### src/shared/mec_params.svh
/*
  Offsets, field positions, reset values and timing counts of the encoder counter.
  Assumes inclusion by bare name from any design or bench file.
*/
`ifndef MEC_PARAMS_SVH
`define MEC_PARAMS_SVH

// ----------------------------------------------------------------
// Register byte offsets
// ----------------------------------------------------------------
`define MEC_OFF_CTRL 12'h000
`define MEC_OFF_STAT 12'h004
`define MEC_OFF_LEVEL 12'h008
`define MEC_SUB_CFG 4'h0
`define MEC_SUB_COUNT 4'h4
`define MEC_SUB_SNAP 4'h8
`define MEC_SUB_PRESET 4'hc

// ----------------------------------------------------------------
// Field positions
// ----------------------------------------------------------------
`define MEC_CTRL_SYNC_BIT 0
`define MEC_CTRL_RETAIN_BIT 1
`define MEC_STAT_READY_BIT 0
`define MEC_STAT_HALT_BIT 1
`define MEC_CFG_MODE_LSB 0
`define MEC_CFG_XOR_BIT 2

// ----------------------------------------------------------------
// Reset values and encodings
// ----------------------------------------------------------------
`define MEC_RST_RETAIN 1'b1
`define MEC_RST_XOR 1'b1
`define MEC_RST_MODE 2'h0
`define MEC_MODE_STOP 2'h0
`define MEC_MODE_UPDN 2'h1
`define MEC_MODE_PDIR 2'h2
`define MEC_MODE_QUAD 2'h3

// ----------------------------------------------------------------
// Timing
// ----------------------------------------------------------------
`define MEC_CLK_HZ 25000000
`define MEC_DISP_STEP_MS 500
`define MEC_DISP_STEP_CYC ((`MEC_CLK_HZ / 1000) * `MEC_DISP_STEP_MS)
`define MEC_NUM_STEPS 6

`endif

### src/shared/mec_pkg.sv
/*
  Types shared by the encoder counter modules.
  Assumes nothing beyond a SystemVerilog compiler.
*/
package mec_pkg;

  typedef enum logic [2:0] {
    ST_LOAD_RD, ST_LOAD_WAIT, ST_LOAD_CAP, ST_IDLE, ST_SAVE, ST_HALT
  } mec_state_type;

  typedef struct packed {
    logic xr;
    logic [1:0] mode;
  } mec_cfg_type;

  typedef struct packed {
    logic z;
    logic b;
    logic a;
  } mec_pins_type;

  typedef struct packed {
    logic dp;
    logic [6:0] seg;
  } mec_digit_type;

endpackage

### src/hdl/mec_chan.sv
/*
  One encoder channel: pin synchroniser, polarity stage, counter and snapshot.
  Assumes pins are asynchronous and load/snap pulses come from the system clock.
*/
`include "mec_params.svh"

module mec_chan #(
  parameter int CW = 32
) (
  // Clock and reset
  input wire logic clk,
  input wire logic rst,
  // Encoder pins, raw
  input wire mec_pkg::mec_pins_type pins,
  // Control
  input wire mec_pkg::mec_cfg_type cfg,
  input wire logic load_en,
  input wire logic [CW-1:0] load_val,
  input wire logic snap_en,
  // State
  output logic [CW-1:0] count_r,
  output logic [CW-1:0] snap_r,
  output mec_pkg::mec_pins_type level_r
);

  logic [2:0] s1_r, s2_r, s3_r, filt_r;
  logic [2:0] lvl;
  logic rise_a, rise_b, chg_a, chg_b, up, dn;

  // ----------------------------------------------------------------
  // Synchroniser
  // ----------------------------------------------------------------
  // A change is accepted only once stages two and three agree
  always_ff @(posedge clk) begin
    if (rst) begin
      s1_r <= 3'h0;
      s2_r <= 3'h0;
      s3_r <= 3'h0;
      filt_r <= 3'h0;
    end else begin
      s1_r <= pins;
      s2_r <= s1_r;
      s3_r <= s2_r;
      if (s2_r == s3_r) begin
        filt_r <= s3_r;
      end
    end
  end

  // Polarity applies to all three inputs at once
  assign lvl = filt_r ^ {3{cfg.xr}};

  always_ff @(posedge clk) begin
    if (rst) begin
      level_r <= '0;
    end else begin
      level_r <= lvl;
    end
  end

  // ----------------------------------------------------------------
  // Count direction
  // ----------------------------------------------------------------
  assign rise_a = lvl[0] & ~level_r.a;
  assign rise_b = lvl[1] & ~level_r.b;
  assign chg_a = lvl[0] ^ level_r.a;
  assign chg_b = lvl[1] ^ level_r.b;

  always_comb begin
    up = 1'b0;
    dn = 1'b0;
    case (cfg.mode)
      `MEC_MODE_UPDN: begin
        up = rise_a & ~rise_b;
        dn = rise_b & ~rise_a;
      end
      `MEC_MODE_PDIR: begin
        up = rise_a & ~lvl[1];
        dn = rise_a & lvl[1];
      end
      `MEC_MODE_QUAD: begin
        // Both phases moving together is illegal and dropped
        up = (chg_a ^ chg_b) & (lvl[0] ^ level_r.b);
        dn = (chg_a ^ chg_b) & ~(lvl[0] ^ level_r.b);
      end
      default: begin
        up = 1'b0;
        dn = 1'b0;
      end
    endcase
  end

  // ----------------------------------------------------------------
  // Counter and snapshot
  // ----------------------------------------------------------------
  // Plain modulo arithmetic; no carry is kept anywhere
  always_ff @(posedge clk) begin
    if (rst) begin
      count_r <= '0;
    end else if (load_en) begin
      count_r <= load_val;
    end else if (up) begin
      count_r <= count_r + 1'b1;
    end else if (dn) begin
      count_r <= count_r - 1'b1;
    end
  end

  always_ff @(posedge clk) begin
    if (rst) begin
      snap_r <= '0;
    end else if (snap_en) begin
      snap_r <= count_r;
    end
  end

endmodule

### src/hdl/mec_top.sv
/*
  Three-channel encoder counter with APB registers, preset store and display.
  Assumes an APB master on SYS_CLK and a nonvolatile store on the same clock
  that returns read data one cycle after it samples NVM_RE high.
*/
// Function
// - Each channel holds a 32-bit up/down count wrapping in both directions.
// - Wrapping sets no overflow or underflow flag anywhere.
// - Sync command copies live counts to snapshots; counting never pauses.
// - Host broadcasts sync so all capture together, then reads one by one.
// - Preset write stores the channel preset in nonvolatile memory.
// - At power-up each counter loads its preset from nonvolatile memory.
// - Retaining variant saves counts as presets at power-down when enabled.
// - Retention bit written 0 stops the power-down save.
// - Non-retaining variant ignores retention; start count is always the preset.
// - Counting treats A and B active-high after XOR; Z is not counted; XOR 1 recommended.
// - XOR inverts A, B and Z together.
// - Input level query reports current A, B, Z levels per channel.
// - Display cycles encoders 0, 1, 2, two steps each, six in all.
// - First step: digit with point plus upper half; second: no point, lower.
// - Points of last three digits show Z, B, A levels.
// - Two-bit count mode: stop, up/down, pulse/direction, quadrature.
`include "mec_params.svh"

module mec_top #(
  parameter int CW = 32,
  parameter int NCH = 3,
  parameter bit RETAIN = 1'b1,
  parameter int STEP_CYC = `MEC_DISP_STEP_CYC
) (
  // Clock and reset
  input wire logic SYS_CLK,
  input wire logic SYS_RST,
  // APB slave
  input wire logic PSEL,
  input wire logic PENABLE,
  input wire logic PWRITE,
  input wire logic [11:0] PADDR,
  input wire logic [31:0] PWDATA,
  output logic [31:0] PRDATA,
  output logic PREADY,
  output logic PSLVERR,
  // Encoder pins
  input wire mec_pkg::mec_pins_type [NCH-1:0] ENC_PINS,
  // Power failure warning, asynchronous
  input wire logic PWR_FAIL,
  // Nonvolatile preset store
  output logic NVM_WE,
  output logic NVM_RE,
  output logic [1:0] NVM_ADDR,
  output logic [CW-1:0] NVM_WDATA,
  input wire logic [CW-1:0] NVM_RDATA,
  // Display, digit 4 leftmost
  output mec_pkg::mec_digit_type [4:0] DISP_DIGIT
);

  mec_pkg::mec_state_type st_r;
  mec_pkg::mec_cfg_type cfg_r [NCH];
  logic [CW-1:0] cnt [NCH];
  logic [CW-1:0] snap [NCH];
  logic [CW-1:0] preset_r [NCH];
  mec_pkg::mec_pins_type lvl [NCH];
  logic [1:0] idx_r;
  logic retain_r;
  logic acc, done, wr_done, bus_ok;
  logic is_ch, hit;
  logic [1:0] ch_sel;
  logic [31:0] rd_val;
  logic sync_pls, preset_wr;
  logic [2:0] pf_sync_r;
  logic pf_filt_r, pf_prev_r, pf_rise;
  logic [31:0] tmr_r;
  logic [2:0] step_r;

  // ----------------------------------------------------------------
  // Channels
  // ----------------------------------------------------------------
  genvar gi;
  generate
    for (gi = 0; gi < NCH; gi++) begin : g_ch
      mec_chan #(.CW(CW)) u_chan (
        .clk(SYS_CLK),
        .rst(SYS_RST),
        .pins(ENC_PINS[gi]),
        .cfg(cfg_r[gi]),
        .load_en((st_r == mec_pkg::ST_LOAD_CAP) && (idx_r == 2'(gi))),
        .load_val(NVM_RDATA),
        .snap_en(sync_pls),
        .count_r(cnt[gi]),
        .snap_r(snap[gi]),
        .level_r(lvl[gi])
      );
    end
  endgenerate

  // ----------------------------------------------------------------
  // APB decode
  // ----------------------------------------------------------------
  assign acc = PSEL & PENABLE;
  assign done = acc & PREADY;
  assign wr_done = done & PWRITE;
  // Bus waits while the preset store is being loaded or saved
  assign bus_ok = (st_r == mec_pkg::ST_IDLE) || (st_r == mec_pkg::ST_HALT);
  assign is_ch = (PADDR[11:6] == 6'h00) && (PADDR[5:4] != 2'h0) && (PADDR[1:0] == 2'h0);
  assign ch_sel = PADDR[5:4] - 2'h1;

  always_comb begin
    hit = 1'b1;
    rd_val = 32'h0000_0000;
    if (PADDR == `MEC_OFF_CTRL) begin
      rd_val[`MEC_CTRL_RETAIN_BIT] = retain_r;
    end else if (PADDR == `MEC_OFF_STAT) begin
      rd_val[`MEC_STAT_READY_BIT] = (st_r == mec_pkg::ST_IDLE);
      rd_val[`MEC_STAT_HALT_BIT] = (st_r == mec_pkg::ST_HALT);
    end else if (PADDR == `MEC_OFF_LEVEL) begin
      for (int i = 0; i < NCH; i++) begin
        rd_val[3*i +: 3] = lvl[i];
      end
    end else if (is_ch && (32'(ch_sel) < NCH)) begin
      case (PADDR[3:0])
        `MEC_SUB_CFG: rd_val[2:0] = cfg_r[ch_sel];
        `MEC_SUB_COUNT: rd_val = 32'(cnt[ch_sel]);
        `MEC_SUB_SNAP: rd_val = 32'(snap[ch_sel]);
        `MEC_SUB_PRESET: rd_val = 32'(preset_r[ch_sel]);
        default: hit = 1'b0;
      endcase
    end else begin
      hit = 1'b0;
    end
  end

  // One wait state, more while the store sequencer is busy
  always_ff @(posedge SYS_CLK) begin
    if (SYS_RST) begin
      PREADY <= 1'b0;
      PRDATA <= 32'h0000_0000;
      PSLVERR <= 1'b0;
    end else begin
      PREADY <= acc & ~PREADY & bus_ok;
      if (acc & ~PREADY & bus_ok) begin
        PRDATA <= PWRITE ? 32'h0000_0000 : rd_val;
        PSLVERR <= ~hit;
      end else begin
        PRDATA <= 32'h0000_0000;
        PSLVERR <= 1'b0;
      end
    end
  end

  // ----------------------------------------------------------------
  // Control registers
  // ----------------------------------------------------------------
  // One write reaches every channel in the same cycle
  assign sync_pls = wr_done & hit & (PADDR == `MEC_OFF_CTRL) & PWDATA[`MEC_CTRL_SYNC_BIT];
  assign preset_wr = wr_done & hit & is_ch & (PADDR[3:0] == `MEC_SUB_PRESET);

  always_ff @(posedge SYS_CLK) begin
    if (SYS_RST) begin
      retain_r <= `MEC_RST_RETAIN;
    end else if (wr_done && hit && (PADDR == `MEC_OFF_CTRL)) begin
      retain_r <= PWDATA[`MEC_CTRL_RETAIN_BIT];
    end
  end

  generate
    for (gi = 0; gi < NCH; gi++) begin : g_cfg
      always_ff @(posedge SYS_CLK) begin
        if (SYS_RST) begin
          cfg_r[gi] <= {`MEC_RST_XOR, `MEC_RST_MODE};
        end else if (wr_done && hit && is_ch && (ch_sel == 2'(gi)) && (PADDR[3:0] == `MEC_SUB_CFG)) begin
          // Host picks 0 here for single-ended active-high encoders
          cfg_r[gi].xr <= PWDATA[`MEC_CFG_XOR_BIT];
          cfg_r[gi].mode <= PWDATA[`MEC_CFG_MODE_LSB +: 2];
        end
      end

      always_ff @(posedge SYS_CLK) begin
        if (SYS_RST) begin
          preset_r[gi] <= '0;
        end else if ((st_r == mec_pkg::ST_LOAD_CAP) && (idx_r == 2'(gi))) begin
          preset_r[gi] <= NVM_RDATA;
        end else if (preset_wr && (ch_sel == 2'(gi))) begin
          preset_r[gi] <= PWDATA[CW-1:0];
        end
      end
    end
  endgenerate

  // ----------------------------------------------------------------
  // Power failure detect
  // ----------------------------------------------------------------
  always_ff @(posedge SYS_CLK) begin
    if (SYS_RST) begin
      pf_sync_r <= 3'h0;
      pf_filt_r <= 1'b0;
      pf_prev_r <= 1'b0;
    end else begin
      pf_sync_r <= {pf_sync_r[1:0], PWR_FAIL};
      if (pf_sync_r[1] == pf_sync_r[2]) begin
        pf_filt_r <= pf_sync_r[2];
      end
      pf_prev_r <= pf_filt_r;
    end
  end

  assign pf_rise = pf_filt_r & ~pf_prev_r;

  // ----------------------------------------------------------------
  // Preset store sequencer
  // ----------------------------------------------------------------
  // Reset stands in for power-up: presets are read back before counting
  always_ff @(posedge SYS_CLK) begin
    if (SYS_RST) begin
      st_r <= mec_pkg::ST_LOAD_RD;
      idx_r <= 2'h0;
      NVM_WE <= 1'b0;
      NVM_RE <= 1'b0;
      NVM_ADDR <= 2'h0;
      NVM_WDATA <= '0;
    end else begin
      NVM_WE <= 1'b0;
      NVM_RE <= 1'b0;
      case (st_r)
        mec_pkg::ST_LOAD_RD: begin
          NVM_RE <= 1'b1;
          NVM_ADDR <= idx_r;
          st_r <= mec_pkg::ST_LOAD_WAIT;
        end
        mec_pkg::ST_LOAD_WAIT: begin
          st_r <= mec_pkg::ST_LOAD_CAP;
        end
        mec_pkg::ST_LOAD_CAP: begin
          if (32'(idx_r) == NCH - 1) begin
            idx_r <= 2'h0;
            st_r <= mec_pkg::ST_IDLE;
          end else begin
            idx_r <= idx_r + 2'h1;
            st_r <= mec_pkg::ST_LOAD_RD;
          end
        end
        mec_pkg::ST_IDLE: begin
          // A failing supply outranks a preset write in the same cycle
          if (pf_rise) begin
            idx_r <= 2'h0;
            st_r <= (RETAIN && retain_r) ? mec_pkg::ST_SAVE : mec_pkg::ST_HALT;
          end else if (preset_wr) begin
            NVM_WE <= 1'b1;
            NVM_ADDR <= ch_sel;
            NVM_WDATA <= PWDATA[CW-1:0];
          end
        end
        mec_pkg::ST_SAVE: begin
          NVM_WE <= 1'b1;
          NVM_ADDR <= idx_r;
          NVM_WDATA <= cnt[idx_r];
          if (32'(idx_r) == NCH - 1) begin
            st_r <= mec_pkg::ST_HALT;
          end else begin
            idx_r <= idx_r + 2'h1;
          end
        end
        mec_pkg::ST_HALT: begin
          // Store is left alone until the next reset
          st_r <= mec_pkg::ST_HALT;
        end
        default: begin
          st_r <= mec_pkg::ST_IDLE;
        end
      endcase
    end
  end

  // ----------------------------------------------------------------
  // Display sequencer
  // ----------------------------------------------------------------
  function automatic logic [6:0] seg7(input logic [3:0] v);
    case (v)
      4'h0: seg7 = 7'h3f;
      4'h1: seg7 = 7'h06;
      4'h2: seg7 = 7'h5b;
      4'h3: seg7 = 7'h4f;
      4'h4: seg7 = 7'h66;
      4'h5: seg7 = 7'h6d;
      4'h6: seg7 = 7'h7d;
      4'h7: seg7 = 7'h07;
      4'h8: seg7 = 7'h7f;
      4'h9: seg7 = 7'h6f;
      4'ha: seg7 = 7'h77;
      4'hb: seg7 = 7'h7c;
      4'hc: seg7 = 7'h39;
      4'hd: seg7 = 7'h5e;
      4'he: seg7 = 7'h79;
      default: seg7 = 7'h71;
    endcase
  endfunction

  always_ff @(posedge SYS_CLK) begin
    if (SYS_RST) begin
      tmr_r <= 32'h0000_0000;
      step_r <= 3'h0;
    end else if (tmr_r >= 32'(STEP_CYC - 1)) begin
      tmr_r <= 32'h0000_0000;
      step_r <= (step_r == 3'(`MEC_NUM_STEPS - 1)) ? 3'h0 : step_r + 3'h1;
    end else begin
      tmr_r <= tmr_r + 32'h0000_0001;
    end
  end

  // Channel is step / 2; even steps carry the upper half
  logic [1:0] d_ch;
  logic [15:0] d_half;
  mec_pkg::mec_pins_type d_lvl;

  always_comb begin
    d_ch = step_r[2:1];
    d_half = step_r[0] ? cnt[d_ch][15:0] : cnt[d_ch][31:16];
    d_lvl = lvl[d_ch];
  end

  always_ff @(posedge SYS_CLK) begin
    if (SYS_RST) begin
      DISP_DIGIT <= '0;
    end else begin
      DISP_DIGIT[4] <= {~step_r[0], seg7({2'h0, d_ch})};
      DISP_DIGIT[3] <= {1'b0, seg7(d_half[15:12])};
      DISP_DIGIT[2] <= {d_lvl.z, seg7(d_half[11:8])};
      DISP_DIGIT[1] <= {d_lvl.b, seg7(d_half[7:4])};
      DISP_DIGIT[0] <= {d_lvl.a, seg7(d_half[3:0])};
    end
  end

endmodule

### config.mk
export PLATFORM = sky130hd
export DESIGN_NAME = mec_top
export DESIGN_NICKNAME = d
export VERILOG_FILES = /design/src/shared/mec_pkg.sv /design/src/hdl/mec_chan.sv /design/src/hdl/mec_top.sv
export VERILOG_INCLUDE_DIRS = /design/src /design/src/shared
export SDC_FILE = /design/constraint.sdc
export NUM_CORES = 1
export LEC_CHECK = 0
export BUFFER_PORTS_ARGS = -buffer_cell sky130_fd_sc_hd__buf_2
export CAP_MARGIN = 20
export CORE_MARGIN = 1.5
export CORE_UTILIZATION = 53
export DETAILED_ROUTE_END_ITERATION = 10
export PLACE_DENSITY = 0.81
export SYNTH_ARGS = -nofsm -noshare
export SYNTH_HDL_FRONTEND = slang
export SYNTH_SLANG_ARGS = --single-unit
### constraint.sdc
create_clock -name SYS_CLK -period 4.25 [get_ports SYS_CLK]
set_input_delay 0.2125 -clock SYS_CLK [delete_from_list [all_inputs] [get_ports SYS_CLK]]
set_output_delay 0.2125 -clock SYS_CLK [all_outputs]
set_load 0.005 [all_outputs]
* Word level (Yosys, flattened, before mapping) *
Memories as Yosys holds them, arrays and structs flattened. A register that Yosys moved wholly into a read port is not among the register bits.
Cells that the tools add are included.

storage, ports and cells
  register bits = 365
  RAM bits = 105
  memory bits (read-only) = 448
  bits of input ports = 91
  output and inout port bits = 110
  word-level logic and storage cells = 350
  memories kept = 6

memory list
  memory            words  width  read ports  clocked after memory_dff  wr ports  RTL line        RTL
  (name not given)  16     7      1           1                         0         mec_top.sv:277  case (v)
  (name not given)  16     7      1           1                         0         mec_top.sv:277
  (name not given)  16     7      1           1                         0         mec_top.sv:277
  (name not given)  16     7      1           1                         0         mec_top.sv:277
  preset_r          3      32     1           0                         3         mec_top.sv:61   logic [CW-1:0] preset_r [NCH];
  cfg_r             3      3      4           0                         3         mec_top.sv:58   mec_pkg::mec_cfg_type cfg_r [NCH];

operators by class
  add/sub/neg operators = 10
  $lt $le $gt $ge = 5
  equality and inequality tests = 36
  muxes and demuxes = 107
  bitwise gates (word level) = 89
  reductions and logical operators = 46

operators by type and width
  cell                                                   number
  two-way mux 32 bit                                     25
  binary-select mux 32 bit (select 2 bit)                4
  adder 32 x 1 -> 32 bit, second input constant          4
  subtractor 32 x 1 -> 32 bit, second input constant     3
  one-hot mux 29 bit (3 select lines)                    1
  one-hot mux 32 bit (2 select lines)                    1
  two-way mux 1 bit                                      45
  AND 1 bit                                              35
  >= comparator 32 x 24 -> 1 bit, second input constant  1
  one-hot mux 7 bit (4 select lines)                     1
  NOT 1 bit                                              24
  == test 2 bit, second input constant                   10
  two-way mux 2 bit                                      10
  logical AND 1 bit                                      18
  two-way mux 9 bit                                      2
  one-hot mux 1 bit (3 select lines)                     6
  one-hot mux 3 bit (6 select lines)                     1
  two-way mux 16 bit                                     1
  two-way mux 3 bit                                      5
  == test 12 x 3 -> 1 bit, second input constant         1
  == test 12 x 4 -> 1 bit, second input constant         1
  == test 2 x 1 -> 1 bit, second input constant          6
  logical NOT 12 bit                                     1
  OR 1 bit                                               12
  other kinds (35)                                       75

* Longest topological paths before layout *
  word-level depth = 17
  depth in mapped cells = 17
  mapped depth without buffers = 17

* By module *
From an unflattened synthesis, not the netlist that was laid out.

second synthesis, totals
  cells, all modules = 3,437
  area total of the unflattened synthesis = 30,110.1 µm²

modules (own cells, without submodules)
  module                         times used  cells an instance  area each (µm²)  sequential area each (µm²)
  mec_top                        1           1,615              15,167.0         6,236.0
  mec_chan (g_ch[1].u_chan ...)  2           601                4,947.2          1,581.5
  mec_chan (g_ch[0].u_chan)      1           620                5,048.6          1,581.5

* Least setup slack after synthesis *
Ideal clock, no wire load.

  path kind = register to register
  from = memory cfg_r[1][2] (netlist name)
  to = register g_ch[1].u_chan.count_r[30]
  setup time = 0.114 ns
  arrival time = 4.240 ns
  data required time = 4.136 ns
  slack = -0.105 ns
  cell stages (with the launch flop) = 17
  path buffers = 0
  period minus slack after synthesis = 4.355 ns
  cells stage by stage = edfxtp_1 > xor2_1 > ha_1 > xor2_1 > nand2_1 > o21ai_0 > nand2b_1 > ha_1 > and2b_1 > o21a_1 > o21ai_1 > a211oi_1 > o311a_1 > o21a_1 > a41o_1 > xnor2_1 > a2111oi_0

RTL lines
  item                  RTL line         RTL
  start, declared       mec_top.sv:58
  end signal, assigned  mec_chan.sv:101  count_r <= load_val;
  end signal, assigned  mec_chan.sv:103  count_r <= count_r + 1'b1;
  end signal, assigned  mec_chan.sv:105  count_r <= count_r - 1'b1;
  end, declared         mec_chan.sv:21   output logic [CW-1:0] count_r,

==> impl_metrics.json <==
{
  "io_buffers": 199,
  "synth_top_area_share": 0.272,
  "hold_class": "in -> reg",
  "layout_commonest_cell": "nand2_1",
  "crit_path_start_kind": "flip-flop",
  "syn_area_per_cell_um2": 8.70,
  "hold_viol_final": 0,
  "fin_util": 0.621,
  "ys.flop_type": "dfxtp_1",
  "dr.pass1.iters": 7,
  "synth_top_family_by_area": "compound AO/OA/AOI/OAI gates",
  "fillers": 4416,
  "hold_slack_ps": 21.5,
  "drv_cap": 0,
  "initial_core_util": 0.535,
  "relSlewSlack": 0.235,
  "yosys_warnings": 0,
  "synth_compound_area_frac": 0.233,
  "cp.arrival_ps": 4640,
  "netlist_instances": 3310,
  "root_buffer": "clkbuf_16",
  "dieArea_um2": 55800,
  "required_ps": 4740,
  "vias": 27974,
  "clock_latency_ps": 630,
  "routed_wl_um": 103000,
  "grt_usage": 0.354,
  "grt_pass1_wl_um": 153000,
  "syn_to_final_growth_pct": 16.0,
  "fp.coreArea_um2": 53800,
  "stdcell_area_um2": 33400,
  "die_width_um": 236,
  "hpwl_um": 71900,
  "final-setup-viol-count": 0,
  "layout.cells.most_common_list": "nand2_1 (473), dfxtp_1 (389), nor2_1 (288)",
  "synth_edf_count": 105,
  "synth.area.mux_share": 0.0790,
  "drtAntennaViolNets": 0,
  "slew_violations": 0,
  "initialDrtViolationCount": 3769,
  "cts.sinks": 496,
  "rows": 85,
  "async_flop_share": 0,
  "yosysUniqueCellTypes": 96,
  "cts_tree": "yes",
  "synthXorXnorAreaFrac": 0.0353,
  "fmax_ghz": 0.241,
  "ys_seq_area_frac": 0.381,
  "cp_max_fo": 11,
  "p_per_area_nw_per_um2": 509,
  "grt_max_degree": 121,
  "wl_per_cell_um": 24.2,
  "ir_drop_mv": 0.323,
  "cts-buffers-inserted": 52,
  "p_leak_uw": 0.0135,
  "status": "completed",
  "place_congestion": 0.973,
  "synth_fa_ha_area_frac": 0.0668,
  "cts_max_level": 2,
  "synth-simple-area-share": 0.160,
  "critPathKind": "reg -> reg",
  "antenna_found_initial": 2,
  "via_per_inst": 6.58,
  "min_period_ps": 4150,
  "grt_pass1_vias": 25349,
  "dieHeight_um": 236,
  "synthTopCellsByArea": "dfxtp_1 (27%), edfxtp_1 (11%), mux2i_1 (6.5%)",
  "skew_ps": 32.6,
  "clk_pin_slew_ps": 70,
  "overflow": 0,
  "final_nets": 3756,
  "drc": 0,
  "end_kind": "flip-flop",
  "fin_crit_sh": 0.976,
  "io_pins": 201,
  "netlist_area_um2": 28800,
  "ys_seq_elements": 496,
  "layout-drive-gt1-share": 0.150,
  "worst_pin_slew_ps": 1150,
  "cts_max_path_buffers": 3,
  "yosys.area.top_type": "dfxtp_1",
  "placed_cell_area_um2": 30700
}
[layer usage]
layer,vias to the layer above,wire [µm],track usage
li1,12493,-,-
met1,13129,39000,0.475
met2,1965,43200,0.528
met3,385,15100,0.100
met4,2,5600,0.163
met5,-,8,0
[critical path, stage by stage, from the launching register on]
cell,delay (ps)
edfxtp_1,490
xor2_2,200
ha_1,330
xor2_1,220
nand3_1,150
a21oi_4,200
inv_1,80
buf_4,190
ha_1,340
o21ai_1,160
nand2b_1,100
and3_1,210
a2111o_2,540
a21oi_4,230
o41a_2,170
a21oi_1,90
nor4b_2,260
a311oi_1,70
[state kept, by name, summed over array words and instances, names as in the netlist, 2 cells and up]
name                 flops
g_ch.u_chan.s2_r         9
g_ch.u_chan.count_r     96
NVM_WDATA               32
g_ch.u_chan.snap_r      96
NVM_ADDR                 2
DISP_DIGIT              38
cfg_r                    9
pf_sync_r                3
g_ch.u_chan.level_r      9
g_ch.u_chan.s3_r         9
g_ch.u_chan.s1_r         9
step_r                   3
idx_r                    2
g_ch.u_chan.filt_r       9
tmr_r                   32
PRDATA                  32
st_r                     3
preset_r                96
[path summary, 6_finish.rpt]
kind                                                         from  cells past startpoint  slack, ps                                       to
worst max-delay path                    cfg_r[0][2]$_SDFFCE_PN1P_                     17        100  g_ch[0].u_chan.count_r[31]$_SDFFE_PP0P_
worst min-delay path                                   PWDATA[15]                      2         20                preset_r[0][15]$_DFFE_PP_
worst max register to register          cfg_r[0][2]$_SDFFCE_PN1P_                     17        100  g_ch[0].u_chan.count_r[31]$_SDFFE_PP0P_
worst min register to register  g_ch[2].u_chan.s1_r[2]$_SDFF_PP0_                      1        440        g_ch[2].u_chan.s2_r[2]$_SDFF_PP0_
[power by group]
part           switching (µW)  internal, µW  total, µW  leakage [µW]
registers                 613          5170       5790       0.00427
clock network            2060          3110       5170      0.000948
logic                    3500          2570       6060       0.00828
total                    6170         10800      17000        0.0135
[stage by stage]
step	setup WS, ps	power (µW)	setup TNS, ps	cells
2_1_floorplan	38.4	9680	0	3318
3_3_place_gp	123	11500	0	4094
3_5_place_dp	-51.9	11500	-55.7	4094
4_1_cts	-17.5	16700	-17.5	4250
5_1_grt	-39.1	17700	-175	4253
6_report	101	17000	0	4254
[layout make-up]
cell class                 count  area [µm²]  share of cell area
antenna                        1        2.50           0.0000749
clock buffer                  66        1490              0.0446
clock inverter                32         445              0.0133
inverter                      62         233             0.00696
multi-input combinational   2517       16800               0.502
sequential                   496       11000               0.329
tap                          696         871              0.0261
timing repair buffer         384        2620              0.0782
[Yosys cell counts (all sizes together), types with 10 or more instances]
cell	instances
and2	14
nand4	22
nor3	39
mux2i	188
nand2	478
xnor2	55
dfxtp	391
nand2b	15
a31oi	23
xor2	61
o211ai	30
a21o	61
a211oi	64
buf	70
ha	149
nor2	297
inv	61
a22oi	33
edfxtp	105
a22o	99
o21ai	133
and3	30
o211a	13
nor2b	51
o22ai	34
o221ai	10
clkbuf	173
a221oi	64
nor4	13
a311oi	58
nand3	54
a21oi	268
mux2	33
[what timing repair did]
action,in CTS,in global routing
hold buffers,57,0
hold endpoints to repair,125,0
resized for setup,2,33
setup buffers,1,2
endpoints found under the setup margin,3,36
pin swaps,0,8
gates cloned,0,0
[cells by family after synthesis]
logic type	Yosys count
flops	496
mux	222
xor+xnor	116
compound gates	969
buf+inv	305
simple gates	1049
other cells	1
fa+ha+maj	152
Note: power is estimated with default switching activity, not from simulation.
